### src/design/pdtc_cfg.svh
// offsets, field positions, reset values and write masks of the dsp and tdr configuration bank
`ifndef PDTC_CFG_SVH
`define PDTC_CFG_SVH

// extended register addresses
`define PDTC_ADDR_ENERGY_WD     16'h0101
`define PDTC_ADDR_ENERGY_WIN    16'h010a
`define PDTC_ADDR_CONV_LIMIT    16'h0123
`define PDTC_ADDR_RETRAIN_WD    16'h0130
`define PDTC_ADDR_CABLE_DIAG    16'h0170
`define PDTC_ADDR_CABLE_DIAG2   16'h0171

// reset values
`define PDTC_RST_ENERGY_WD      16'h2082
`define PDTC_RST_ENERGY_WIN     16'h2040
`define PDTC_RST_CONV_LIMIT     16'h051c
`define PDTC_RST_RETRAIN_WD     16'h4f28
`define PDTC_RST_CABLE_DIAG     16'h0410

// writable bits; all others are reserved, read zero
`define PDTC_MASK_ENERGY_WD     16'hff9f
`define PDTC_MASK_ENERGY_WIN    16'hffff
`define PDTC_MASK_CONV_LIMIT    16'h7fff
`define PDTC_MASK_RETRAIN_WD    16'h7fff
`define PDTC_MASK_CABLE_DIAG    16'h7770

// energy/watchdog control fields
`define PDTC_LOSS_LVL_HI        15
`define PDTC_LOSS_LVL_LO        8
`define PDTC_DFE_FREEZE         7
`define PDTC_GUARD_OFF          4
`define PDTC_POOR_TMR_HI        3
`define PDTC_POOR_TMR_LO        1
`define PDTC_EDGE_ONLY          0
// energy window / on level fields
`define PDTC_WIN_LEN_HI         15
`define PDTC_WIN_LEN_LO         8
`define PDTC_ON_LVL_HI          7
`define PDTC_ON_LVL_LO          0
// convergence limit
`define PDTC_CONV_HI            14
`define PDTC_CONV_LO            0
// gain retrain / watchdog fields
`define PDTC_RETRAIN_HI         14
`define PDTC_RETRAIN_LO         12
`define PDTC_RETRAIN_BYP        11
`define PDTC_RETRAIN_STEP       10
`define PDTC_LOST_TRIG          9
`define PDTC_LOST_CLR           8
`define PDTC_GUARD_CNT_HI       7
`define PDTC_GUARD_CNT_LO       0
// cable diagnostic fields
`define PDTC_CROSS_DIS          14
`define PDTC_TX_PAIR            13
`define PDTC_KEEP_DC            12
`define PDTC_AVG_HI             10
`define PDTC_AVG_LO             8
`define PDTC_SEG_HI             6
`define PDTC_SEG_LO             4

// averaging codes
`define PDTC_AVG_RSVD           3'h7
`define PDTC_AVG_MAX            3'h6

`endif

### src/design/pdtc_pkg.sv
// types shared by the dsp and tdr configuration bank
package pdtc_pkg;

	typedef logic [15:0] pdtc_word_t;

	typedef enum logic [2:0]
	{
		PDTC_SEG_RSVD0 = 3'b000,
		PDTC_SEG_0_10  = 3'b001,
		PDTC_SEG_10_20 = 3'b010,
		PDTC_SEG_20_40 = 3'b011,
		PDTC_SEG_40_80 = 3'b100,
		PDTC_SEG_80_UP = 3'b101,
		PDTC_SEG_RSVD6 = 3'b110,
		PDTC_SEG_RSVD7 = 3'b111
	} pdtc_seg_t;

	typedef enum logic
	{
		PDTC_PAIR_A = 1'b0,
		PDTC_PAIR_B = 1'b1
	} pdtc_pair_t;

	// masked write: reserved bits forced to zero
	function automatic pdtc_word_t pdtc_merge(input pdtc_word_t wdata, input pdtc_word_t mask);
		return wdata & mask;
	endfunction

	function automatic logic pdtc_seg_ok(input logic [2:0] code);
		return (code >= 3'b001) && (code <= 3'b101);
	endfunction

endpackage

### src/design/pdtc_bank_if.sv
// write path and read-back words between the bank decoder and the storage modules
`timescale 1ns/1ps
`default_nettype none

interface pdtc_bank_if;
	import pdtc_pkg::*;

	logic        wr_en;
	logic [15:0] addr;
	pdtc_word_t  wdata;
	pdtc_word_t  energy_wd;
	pdtc_word_t  energy_win;
	pdtc_word_t  conv_limit;
	pdtc_word_t  retrain_wd;
	pdtc_word_t  cable_diag;

	modport decoder (output wr_en, output addr, output wdata,
		input energy_wd, input energy_win, input conv_limit, input retrain_wd, input cable_diag);
	modport dsp_bank (input wr_en, input addr, input wdata,
		output energy_wd, output energy_win, output conv_limit, output retrain_wd);
	modport tdr_bank (input wr_en, input addr, input wdata, output cable_diag);

endinterface

`default_nettype wire

### src/design/pdtc_dsp_store.sv
// storage of the four 100m receive dsp configuration words
`include "pdtc_cfg.svh"
`timescale 1ns/1ps
`default_nettype none

module pdtc_dsp_store
(
	input  wire logic ref_clk,         // core clock
	input  wire logic nrst,            // async reset, active low
	pdtc_bank_if.dsp_bank bus          // write path and read-back
);
	import pdtc_pkg::*;

	pdtc_word_t energy_wd_reg, energy_wd_next;
	pdtc_word_t energy_win_reg, energy_win_next;
	pdtc_word_t conv_limit_reg, conv_limit_next;
	pdtc_word_t retrain_wd_reg, retrain_wd_next;

	////////////////////////////////////////////////////////////////////////////
	always_comb
	begin
		energy_wd_next  = energy_wd_reg;
		energy_win_next = energy_win_reg;
		conv_limit_next = conv_limit_reg;
		retrain_wd_next = retrain_wd_reg;
		if (bus.wr_en)
		begin
			unique case (bus.addr)
				`PDTC_ADDR_ENERGY_WD:  energy_wd_next  = pdtc_merge(bus.wdata, `PDTC_MASK_ENERGY_WD);
				`PDTC_ADDR_ENERGY_WIN: energy_win_next = pdtc_merge(bus.wdata, `PDTC_MASK_ENERGY_WIN);
				`PDTC_ADDR_CONV_LIMIT: conv_limit_next = pdtc_merge(bus.wdata, `PDTC_MASK_CONV_LIMIT);
				`PDTC_ADDR_RETRAIN_WD: retrain_wd_next = pdtc_merge(bus.wdata, `PDTC_MASK_RETRAIN_WD);
				default: ;
			endcase
		end
	end

	always_ff @(posedge ref_clk or negedge nrst)
	begin
		if (!nrst)
		begin
			energy_wd_reg  <= `PDTC_RST_ENERGY_WD;
			energy_win_reg <= `PDTC_RST_ENERGY_WIN;
			conv_limit_reg <= `PDTC_RST_CONV_LIMIT;
			retrain_wd_reg <= `PDTC_RST_RETRAIN_WD;
		end
		else
		begin
			energy_wd_reg  <= energy_wd_next;
			energy_win_reg <= energy_win_next;
			conv_limit_reg <= conv_limit_next;
			retrain_wd_reg <= retrain_wd_next;
		end
	end

	assign bus.energy_wd  = energy_wd_reg;
	assign bus.energy_win = energy_win_reg;
	assign bus.conv_limit = conv_limit_reg;
	assign bus.retrain_wd = retrain_wd_reg;

endmodule

`default_nettype wire

### src/design/pdtc_tdr_store.sv
// storage of the cable diagnostic control word
`include "pdtc_cfg.svh"
`timescale 1ns/1ps
`default_nettype none

module pdtc_tdr_store
(
	input  wire logic ref_clk,         // core clock
	input  wire logic nrst,            // async reset, active low
	pdtc_bank_if.tdr_bank bus          // write path and read-back
);
	import pdtc_pkg::*;

	pdtc_word_t cable_diag_reg, cable_diag_next;

	////////////////////////////////////////////////////////////////////////////
	always_comb
	begin
		cable_diag_next = cable_diag_reg;
		if (bus.wr_en && (bus.addr == `PDTC_ADDR_CABLE_DIAG))
			cable_diag_next = pdtc_merge(bus.wdata, `PDTC_MASK_CABLE_DIAG);
	end

	always_ff @(posedge ref_clk or negedge nrst)
	begin
		if (!nrst)
			cable_diag_reg <= `PDTC_RST_CABLE_DIAG;
		else
			cable_diag_reg <= cable_diag_next;
	end

	assign bus.cable_diag = cable_diag_reg;

endmodule

`default_nettype wire

### src/design/pdtc_config_bank.sv
// configuration bank for the 100m receive dsp and the cable reflectometry setup
//
// What this block does
// - holds 15-bit convergence error limit in bits 14-0, reset 0x51c
// - 3-bit gain retrain interval in bits 14-12, reset 0x4
// - gain retrain step select at bit 10, reset one
// - energy-lost trigger select at bit 9, reset one
// - energy-lost clear select at bit 8, reset one
// - bit 14 clear listens on other pair, set listens on transmit pair
// - bit 13 picks transmit pair, 0 is A, 1 is B, reset 0
// - bit 12 set keeps offset removal from resetting before a run
// - bits 10-8 give averaged runs as power of two, 7 reserved, reset 4
// - bits 6-4 pick cable segment 001b..101b, others reserved, reset 001b
`include "pdtc_cfg.svh"
`timescale 1ns/1ps
`default_nettype none

module pdtc_config_bank
(
	input  wire logic        ref_clk,                 // 200 mhz core clock
	input  wire logic        nrst,                    // async reset, active low
	// register access from the management block
	input  wire logic [15:0] reg_addr,                // extended register address
	input  wire logic        reg_wr,                  // write strobe, one cycle
	input  wire logic        reg_rd,                  // read strobe, one cycle
	input  wire logic [15:0] reg_wdata,               // write data
	output logic      [15:0] reg_rdata,               // read data, held until next read
	output logic             reg_rd_valid,            // read data valid pulse
	output logic             reg_rd_hit,              // last read hit a mapped address
	// 100m receive dsp configuration
	output logic       [7:0] signal_loss_level,       // energy lost threshold
	output logic             dfe_freeze,              // equaliser freeze control
	output logic             sequencer_guard_disable, // sequencer watchdog off
	output logic       [2:0] poor_error_timer_choice, // bad error timer select
	output logic             edge_only_detect_select, // energy detect edge only
	output logic       [7:0] energy_window_len,       // energy window length
	output logic       [7:0] signal_present_level,    // energy on threshold
	output logic      [14:0] convergence_error_limit, // error limit for convergence
	output logic       [2:0] gain_retrain_interval,   // retrain timer select
	output logic             gain_retrain_enable,     // retrain enable
	output logic             gain_retrain_step,       // retrain step select
	output logic             energy_lost_trigger,     // energy lost trigger select
	output logic             energy_lost_clear,       // energy lost clear select
	output logic       [7:0] sequencer_guard_count,   // watchdog count select
	// reflectometry configuration
	output pdtc_pkg::pdtc_pair_t tdr_tx_pair,         // transmitting pair
	output pdtc_pkg::pdtc_pair_t tdr_rx_pair,         // listening pair
	output logic             keep_offset_removal,     // no offset removal reset
	output logic       [6:0] tdr_avg_runs,            // runs averaged, 0 if reserved
	output logic             tdr_avg_reserved,        // reserved averaging code set
	output pdtc_pkg::pdtc_seg_t tdr_segment,          // selected cable segment
	output logic             tdr_segment_reserved     // reserved segment code set
);
	import pdtc_pkg::*;

	pdtc_bank_if bank ();

	////////////////////////////////////////////////////////////////////////////
	// storage
	assign bank.wr_en = reg_wr;
	assign bank.addr  = reg_addr;
	assign bank.wdata = reg_wdata;

	pdtc_dsp_store u_dsp
	(
		.ref_clk (ref_clk),
		.nrst    (nrst),
		.bus     (bank)
	);

	pdtc_tdr_store u_tdr
	(
		.ref_clk (ref_clk),
		.nrst    (nrst),
		.bus     (bank)
	);

	////////////////////////////////////////////////////////////////////////////
	// dsp outputs are slices of the storage flops
	assign signal_loss_level       = bank.energy_wd[`PDTC_LOSS_LVL_HI:`PDTC_LOSS_LVL_LO];
	assign dfe_freeze              = bank.energy_wd[`PDTC_DFE_FREEZE];
	assign sequencer_guard_disable = bank.energy_wd[`PDTC_GUARD_OFF];
	assign poor_error_timer_choice = bank.energy_wd[`PDTC_POOR_TMR_HI:`PDTC_POOR_TMR_LO];
	assign edge_only_detect_select = bank.energy_wd[`PDTC_EDGE_ONLY];
	assign energy_window_len       = bank.energy_win[`PDTC_WIN_LEN_HI:`PDTC_WIN_LEN_LO];
	assign signal_present_level    = bank.energy_win[`PDTC_ON_LVL_HI:`PDTC_ON_LVL_LO];
	assign convergence_error_limit = bank.conv_limit[`PDTC_CONV_HI:`PDTC_CONV_LO];
	assign gain_retrain_interval   = bank.retrain_wd[`PDTC_RETRAIN_HI:`PDTC_RETRAIN_LO];
	assign gain_retrain_enable     = bank.retrain_wd[`PDTC_RETRAIN_BYP];
	assign gain_retrain_step       = bank.retrain_wd[`PDTC_RETRAIN_STEP];
	assign energy_lost_trigger     = bank.retrain_wd[`PDTC_LOST_TRIG];
	assign energy_lost_clear       = bank.retrain_wd[`PDTC_LOST_CLR];
	assign sequencer_guard_count   = bank.retrain_wd[`PDTC_GUARD_CNT_HI:`PDTC_GUARD_CNT_LO];

	////////////////////////////////////////////////////////////////////////////
	// reflectometry outputs straight from the stored word
	assign tdr_tx_pair          = pdtc_pair_t'(bank.cable_diag[`PDTC_TX_PAIR]);
	assign keep_offset_removal  = bank.cable_diag[`PDTC_KEEP_DC];
	assign tdr_segment          = pdtc_seg_t'(bank.cable_diag[`PDTC_SEG_HI:`PDTC_SEG_LO]);

	// derived flags are registered from the next stored value so they track the word
	// in the same cycle instead of one cycle late
	pdtc_word_t diag_next;
	pdtc_pair_t rx_pair_reg, rx_pair_next;
	logic [6:0] avg_runs_reg, avg_runs_next;
	logic       avg_rsvd_reg, avg_rsvd_next;
	logic       seg_rsvd_reg, seg_rsvd_next;

	always_comb
	begin
		diag_next = bank.cable_diag;
		if (reg_wr && (reg_addr == `PDTC_ADDR_CABLE_DIAG))
			diag_next = pdtc_merge(reg_wdata, `PDTC_MASK_CABLE_DIAG);
		// cross mode listens on the other pair; same mode on the transmit pair
		if (diag_next[`PDTC_CROSS_DIS])
			rx_pair_next = pdtc_pair_t'(diag_next[`PDTC_TX_PAIR]);
		else
			rx_pair_next = pdtc_pair_t'(~diag_next[`PDTC_TX_PAIR]);
		avg_rsvd_next = (diag_next[`PDTC_AVG_HI:`PDTC_AVG_LO] == `PDTC_AVG_RSVD);
		// reserved code gives no count rather than an invented one
		if (avg_rsvd_next)
			avg_runs_next = 7'h00;
		else
			avg_runs_next = 7'h01 << diag_next[`PDTC_AVG_HI:`PDTC_AVG_LO];
		seg_rsvd_next = !pdtc_seg_ok(diag_next[`PDTC_SEG_HI:`PDTC_SEG_LO]);
	end

	always_ff @(posedge ref_clk or negedge nrst)
	begin
		if (!nrst)
		begin
			rx_pair_reg  <= PDTC_PAIR_B;  // reset: cross mode, transmit on a
			avg_runs_reg <= 7'h10;        // reset code 4
			avg_rsvd_reg <= 1'b0;
			seg_rsvd_reg <= 1'b0;
		end
		else
		begin
			rx_pair_reg  <= rx_pair_next;
			avg_runs_reg <= avg_runs_next;
			avg_rsvd_reg <= avg_rsvd_next;
			seg_rsvd_reg <= seg_rsvd_next;
		end
	end

	assign tdr_rx_pair          = rx_pair_reg;
	assign tdr_avg_runs         = avg_runs_reg;
	assign tdr_avg_reserved     = avg_rsvd_reg;
	assign tdr_segment_reserved = seg_rsvd_reg;

	////////////////////////////////////////////////////////////////////////////
	// read-back; unmapped and reserved words read zero
	logic [15:0] rdata_reg, rdata_next;
	logic        rd_valid_reg, rd_valid_next;
	logic        rd_hit_reg, rd_hit_next;

	always_comb
	begin
		rdata_next    = rdata_reg;
		rd_hit_next   = rd_hit_reg;
		rd_valid_next = reg_rd;
		if (reg_rd)
		begin
			rd_hit_next = 1'b1;
			unique case (reg_addr)
				`PDTC_ADDR_ENERGY_WD:  rdata_next = bank.energy_wd;
				`PDTC_ADDR_ENERGY_WIN: rdata_next = bank.energy_win;
				`PDTC_ADDR_CONV_LIMIT: rdata_next = bank.conv_limit;
				`PDTC_ADDR_RETRAIN_WD: rdata_next = bank.retrain_wd;
				`PDTC_ADDR_CABLE_DIAG: rdata_next = bank.cable_diag;
				`PDTC_ADDR_CABLE_DIAG2: rdata_next = 16'h0000;
				default:
				begin
					rdata_next  = 16'h0000;
					rd_hit_next = 1'b0;
				end
			endcase
		end
	end

	always_ff @(posedge ref_clk or negedge nrst)
	begin
		if (!nrst)
		begin
			rdata_reg    <= 16'h0000;
			rd_valid_reg <= 1'b0;
			rd_hit_reg   <= 1'b0;
		end
		else
		begin
			rdata_reg    <= rdata_next;
			rd_valid_reg <= rd_valid_next;
			rd_hit_reg   <= rd_hit_next;
		end
	end

	assign reg_rdata    = rdata_reg;
	assign reg_rd_valid = rd_valid_reg;
	assign reg_rd_hit   = rd_hit_reg;

endmodule

`default_nettype wire

### config.mk
export PLATFORM = sky130hd
export DESIGN_NAME = pdtc_config_bank
export DESIGN_NICKNAME = d
export VERILOG_FILES = /design/src/design/pdtc_pkg.sv /design/src/design/pdtc_bank_if.sv /design/src/design/pdtc_dsp_store.sv /design/src/design/pdtc_tdr_store.sv /design/src/design/pdtc_config_bank.sv
export VERILOG_INCLUDE_DIRS = /design/src /design/src/design
export SDC_FILE = /design/constraint.sdc
export NUM_CORES = 1
export LEC_CHECK = 0
export BUFFER_PORTS_ARGS = -buffer_cell sky130_fd_sc_hd__buf_2
export CAP_MARGIN = 20
export CELL_PAD_IN_SITES_DETAIL_PLACEMENT = 0
export CELL_PAD_IN_SITES_GLOBAL_PLACEMENT = 2
export CORE_MARGIN = 4
export CORE_UTILIZATION = 36
export DETAILED_ROUTE_END_ITERATION = 10
export PLACE_DENSITY = 0.93
export SLEW_MARGIN = 0
export SYNTH_ARGS = -nofsm -noshare
export SYNTH_HDL_FRONTEND = slang
export SYNTH_SLANG_ARGS = --single-unit
### constraint.sdc
create_clock -name ref_clk -period 3 [get_ports ref_clk]
set_input_delay 0.3 -clock ref_clk [delete_from_list [all_inputs] [get_ports ref_clk]]
set_output_delay 0.3 -clock ref_clk [all_outputs]
set_load 0.005 [all_outputs]
==> results.py, run 1 <==
metrics = {
    "timing": {
        "slew_headroom": 0.594,
        "grt_setup_unrepaired": "false",
        "holdWs_ns": 0.227,
        "finalHoldViolCount": 0,
        "skew_ns": 0.00491,
        "tightest_slew_ns": 0.609,
        "maxSlewViolCount": 0,
        "min_period_over_period": 0.764,
        "finalCriticalPeriod_ns": 2.29,
        "fmax_mhz": 436,
        "setup_violations": 0,
        "tns_ns": 0,
    },
    "logic_synthesis": {
        "netlist_instances": 311,
        "syn_area_um2": 4290,
        "synth_edf_count": 0,
        "synth-seq-cells": 97,
        "synth-main-ff-cell": "dfrtp_1",
        "yosys_warnings": 0,
        "async_reset_ff_frac": 1.00,
        "yosysSeqAreaShare": 0.572,
        "synthesis.nets": 347,
        "synth.avg_cell_area_um2": 13.8,
        "ys_types": 43,
    },
    "cts": {
        "cts_resized": 0,
        "numCtsBuffers": 9,
        "insertion_delay_ns": 0.33,
        "clk_path_buf_depth": 2,
        "cts.clk_slew.worst_paths_ns": 0.07,
        "cts_max_level": 3,
        "clkSinkCount": 97,
        "root_buffer": "clkbuf_16",
        "cts_tree": "done",
    },
    "floorplanning": {
        "core_area_um2": 11600,
        "die_height_um": 117,
        "rows": 39,
        "ioPinCount": 129,
        "die_width_um": 117,
        "start_util": 0.371,
        "fp.dieArea_um2": 13700,
    },
    "final_layout": {
        "n_fill_cell": 1059,
        "final_cell_mix": "127 x buf_2, 76 x dfrtp_1, 66 x mux2_2, 21 x dfstp_2",
        "area_growth_pct": 25.3,
        "final_common_cell": "buf_2",
        "num_antenna_cells": 0,
        "drive_gt1_frac": 0.578,
        "design_area_um2": 5380,
        "ff_latch_area_um2": 2450,
        "multiInputGateArea_um2": 1690,
        "nets": 477,
    },
    "critical_path": {
        "cp.arrival_ns": 2.54,
        "worstPathRequired_ns": 3.25,
        "path_class": "in2reg",
        "reg2reg_from": "u_tdr.bus.cable_diag[12]",
        "rrSetupSlack_ns": 1.74,
        "path_delay_family": "simple AND/OR/NAND/NOR gates",
        "cpMaxStageDelayCell": "or4_1",
        "cp-start-kind": "primary input",
        "reg2reg_depth": 3,
        "reg2reg_to": "reg_rdata[12]",
        "max_stage_delay_ns": 0.70,
        "crit_path_start": "reg_addr[13]",
        "critPathMaxFanout": 11,
        "crit_chain": "buf_2 > or4_1 > nor4_4 > nand2_2 > mux2i_2 > inv_1 > nor3_1",
        "end_kind": "flop",
        "cp_num_buf_inv": 2,
    },
    "global_routing": {
        "grt_pass1_vias": 3211,
        "overflow": 0,
        "antenna_found_initial": 0,
        "grt_pass1_wl_mm": 17.7,
        "grt_max_degree": 53,
        "grtUsageTotal": 0.170,
    },
    "power_and_ir_drop": {
        "vdd_drop_max_v": 0.000234,
        "leakage_nw": 2.76,
        "power_density_nw_per_um2": 477,
    },
    "min_path": {
        "min_from": "reg_wdata[15]",
        "min_path_cells": 2,
        "whs_endpoint": "u_dsp.bus.energy_win[15]",
        "hold_class": "in2reg",
    },
    "drt": {
        "drc": 0,
        "totalWireLength_mm": 11.6,
        "wl_met1_mm": 4.89,
        "drtIter0Drc": 312,
        "highest_layer": "met4",
        "ant_nets": 0,
        "via_per_inst": 5.38,
        "met2_length_mm": 5.83,
        "dr_wl_met3_um": 744,
        "wl_per_cell_um": 19.6,
        "vias": 3167,
        "first_pass_iters": 5,
    },
    "run": {
        "drv_cap": 0,
    },
    "placement": {
        "dpl_cell_area_um2": 5070,
        "place.gp.congestion": 0.784,
        "portBuffers": 128,
        "place_hpwl_mm": 8.19,
    },
    "run_status": {
        "status": "finished, final reports clean",
    },
}
power by group:
group | internal [mW] | switching [mW]
Clock | 0.650 | 0.485
Sequential | 1.32 | 0.00457
Combinational | 0.0386 | 0.0729
Total | 2.00 | 0.563
cell families (layout without fill, tap and decap cells):
group | after synthesis | count (layout) | synth area share
DFF | 97 | 97 | 0.572
and+or+nand+nor | 67 | 67 | 0.107
xor gates and xnor gates | 1 | 1 | 0.00204
muxes | 76 | 76 | 0.205
buffers and inverters | 25 | 160 | 0.0341
AOI/OAI and AO/OA | 45 | 45 | 0.0805
routing by layer:
layer,up-vias,track usage
met3,10,0.0386
met2,136,0.286
li1,1420,-
met1,1601,0.216
met5,-,0
met4,0,0.0566
synth_stat cells, drive strengths merged (7+ instances only):
master  count  area share
dfrtp      76        0.44
a31oi       7       0.010
a21boi      8       0.014
mux2       72        0.19
nor2        8      0.0070
a22oi       9       0.016
nand2      16       0.016
nor4        7       0.026
nor3       11       0.014
dfstp      21        0.13
buf        15       0.025
a222oi     12       0.028
nand2b      8       0.012
repair_timing:
action,4_1_cts,5_1_grt
setup endpoints to repair,0,0
buffers inserted,0,0
endpoints found under the hold margin,20,0
hold buffers,1,0
final cells by class:
class / count / area share
clock inverters: 6 / 0.0121
inverters: 5 / 0.00349
flip-flops and latches: 97 / 0.456
repair buffers: 139 / 0.138
clock buffers: 10 / 0.0426
well taps: 143 / 0.0333
multi-input cells: 189 / 0.315
per-stage QoR:
| step | cells | power, mW | setup slack [ns] | util |
|---|---|---|---|---|
| after floorplan | 311 | 1.38 | 0.792 | - |
| after global placement | 572 | 1.45 | 0.400 | 0.439 |
| after detailed placement | 572 | 1.46 | 0.355 | 0.439 |
| after CTS | 589 | 2.60 | 0.713 | 0.465 |
| after global routing | 589 | 2.67 | 0.547 | 0.465 |
| final | 589 | 2.57 | 0.709 | 0.465 |
how the worst max path moves through the flow:
stage	endpoint	slack [ns]	depth (start not counted)
finish	tdr_avg_runs[3]	0.71	7
global route	tdr_avg_runs[3]	0.55	7
CTS	tdr_avg_runs[2]	0.71	7
detailed placement	tdr_avg_runs[2]	0.36	7
global placement	tdr_avg_runs[0]	0.40	7
floorplan	u_dsp.bus.energy_win[10]	0.79	6
Power figures use the tool's default switching activity.
==> inputs of run 2 (changes only) <==
Settings changed: ABC_AREA from default to 1, CORE_UTILIZATION 36 to 29, PLACE_DENSITY 0.93 to 0.88.
Clock period 3 ns to 2.3 ns, I/O delays scaled along.
==> results.py, run 2 <==
metrics = {
    "logic_synthesis": {
        "synth-seq-cells": 97,
        "synth-main-ff-cell": "dfrtp_1",
        "yosys-top-cells-count": "153 x nand2_1, 76 x dfrtp_1, 73 x nand3_1",
        "synth_edf_count": 0,
        "synthTopCellsByArea": "dfrtp_1 43%, nand2_1 13%, dfstp_2 13%, nand3_1 8.3%, o21ai_0 6.4%",
        "synth_top_area_cell": "dfrtp_1",
        "synth.avg_cell_area_um2": 8.23,
        "synth.most_common_cell": "nand2_1",
        "synthDominantCellAreaShare": 0.432,
        "yosysSeqAreaShare": 0.557,
        "syn_area_um2": 4400,
        "ys_types": 20,
        "async_reset_ff_frac": 1.00,
        "yosys_warnings": 0,
        "synthesis.nets": 571,
        "netlist_instances": 535,
    },
    "timing": {
        "finalCriticalPeriod_ns": 1.53,
        "tightest_slew_ns": 0.660,
        "tns_ns": 0,
        "slew_headroom": 0.560,
        "maxSlewViolCount": 0,
        "holdWs_ns": 0.184,
        "grt_setup_unrepaired": "false",
        "skew_ns": 0.00515,
        "finalHoldViolCount": 0,
        "setup_violations": 0,
        "fmax_mhz": 656,
        "min_period_over_period": 0.663,
    },
    "drt": {
        "totalWireLength_mm": 13.2,
        "vias": 3982,
        "via_per_inst": 4.71,
        "wl_per_cell_um": 15.6,
        "ant_nets": 0,
        "first_pass_iters": 5,
        "drtIter0Drc": 334,
        "drc": 0,
    },
    "power_and_ir_drop": {
        "combPwrFrac": 0.047,
        "p_int_mw": 2.55,
        "p_clk_frac": 0.428,
        "power_density_nw_per_um2": 593,
        "p_sw_uw": 728,
        "power_mw": 3.28,
        "leakage_nw": 2.95,
        "pwr-share-seq": 0.525,
        "power_switching_share": 0.222,
        "vdd_drop_max_v": 0.000367,
    },
    "critical_path": {
        "end_kind": "flop",
        "cp-start-kind": "primary input",
        "reg2reg_depth": 4,
        "critPathMaxFanout": 28,
        "path_class": "in2reg",
        "worstPathRequired_ns": 2.55,
        "cp.arrival_ns": 1.78,
    },
    "cts": {
        "clk_path_buf_depth": 2,
        "cts_resized": 0,
        "cts_max_level": 3,
        "insertion_delay_ns": 0.34,
        "cts.clk_slew.worst_paths_ns": 0.06,
        "root_buffer": "clkbuf_16",
        "clkSinkCount": 97,
        "numCtsBuffers": 9,
        "cts_tree": "done",
    },
    "floorplanning": {
        "core_area_um2": 14700,
        "die_height_um": 131,
        "die_width_um": 131,
        "rows": 44,
        "fp.dieArea_um2": 17200,
        "start_util": 0.300,
        "ioPinCount": 129,
    },
    "final_layout": {
        "fin_util": 0.377,
        "drive_gt1_frac": 0.287,
        "area_growth_pct": 25.7,
        "nets": 692,
        "final_common_cell": "nand2_1",
        "num_antenna_cells": 0,
        "final_cell_mix": "153 x nand2_1, 127 x buf_2, 76 x dfrtp_1, 73 x nand3_1, 56 x o21ai_0",
    },
    "global_routing": {
        "grtUsageTotal": 0.156,
        "grt_max_degree": 50,
        "antenna_found_initial": 0,
        "grt_pass1_wl_mm": 21.4,
        "grt_pass1_vias": 3848,
        "overflow": 0,
    },
    "min_path": {
        "min_path_cells": 3,
        "hold_class": "in2reg",
    },
    "run_status": {
        "status": "finished, final reports clean",
    },
    "placement": {
        "place_hpwl_mm": 9.58,
        "portBuffers": 128,
        "place.gp.congestion": 0.783,
    },
    "run": {
        "drv_cap": 0,
    },
}
run 2: cell count changes in the layout (fill, tap and decap cells not counted), sizes merged, moves of 34 or more:
cell | before | now
o21ai | 1 | 73
nor2 | 8 | 46
nand3 | 1 | 74
nand2 | 16 | 153
mux2 | 72 | 0
inv | 7 | 41
run 2: power by group through the flow:
stage	Clock [mW]	Sequential (mW)	Combinational, mW
final	1.40	1.72	0.154
after global routing	1.53	1.72	0.179
after CTS	1.46	1.72	0.158
after detailed placement	0	1.75	0.157
after global placement	0	1.75	0.154
after floorplan	0	1.75	0.0514
run 2: critical path: stages:
cell	delay [ns]
buf_2	0.10
nor2_1	0.14
nand2_1	0.16
nor2_4	0.32
nand3_2	0.49
o21ai_0	0.33
run 2: final cells by class:
class | count | area, um2
fill | 1525 | 9160
sequential | 97 | 2450
multi-input combinational | 363 | 1630
timing repair buffer | 144 | 791
clock buffer | 13 | 260
tap | 184 | 230
inverter | 41 | 154
clock inverter | 3 | 15.0
run 2: final timing paths:
| kind | slack, ns | end | start |
|---|---|---|---|
| min reg2reg | 0.47 | reg_rdata[7] | reg_rdata[7] |
| max reg2reg | 1.32 | tdr_avg_runs[4] | u_tdr.bus.cable_diag[10] |
| min | 0.18 | u_dsp.bus.retrain_wd[3] | reg_wdata[3] |
| max in group asynchronous | 1.10 | u_dsp.bus.conv_limit[2] | nrst |
| max | 0.77 | u_dsp.bus.energy_wd[1] | reg_addr[7] |
| min in group asynchronous | 0.47 | reg_rdata[3] | nrst |
run 2: timing repair:
action,in CTS,in global routing
hold buffers,1,0
buffers inserted,0,0
hold endpoints to repair,34,0
run 2: stage by stage:
step / instances / setup slack, ns / instance area (um2)
finish: 845 / 0.775 / 5540
global route: 845 / 0.496 / 5540
CTS: 845 / 0.770 / 5540
detailed placement: 828 / 0.409 / 5250
global placement: 828 / 0.533 / 5250
floorplan: 535 / 0.987 / 4400
run 2: kinds of logic after synthesis:
group / count (synthesis) / synth area share
buffers and inverters: 75 / 0.0722
and+or+nand+nor: 282 / 0.274
DFF: 97 / 0.557
AOI/OAI and AO/OA: 81 / 0.0963
run 2: layer usage:
metal,vias up,global-route usage,part of all wire,wire [um]
li1,1970,-,-,-
met2,148,0.232,0.45,5950
met3,14,0.0715,0.091,1200
met1,1850,0.206,0.44,5880
met4,0,0.0414,0.014,186
met5,-,0,0,0
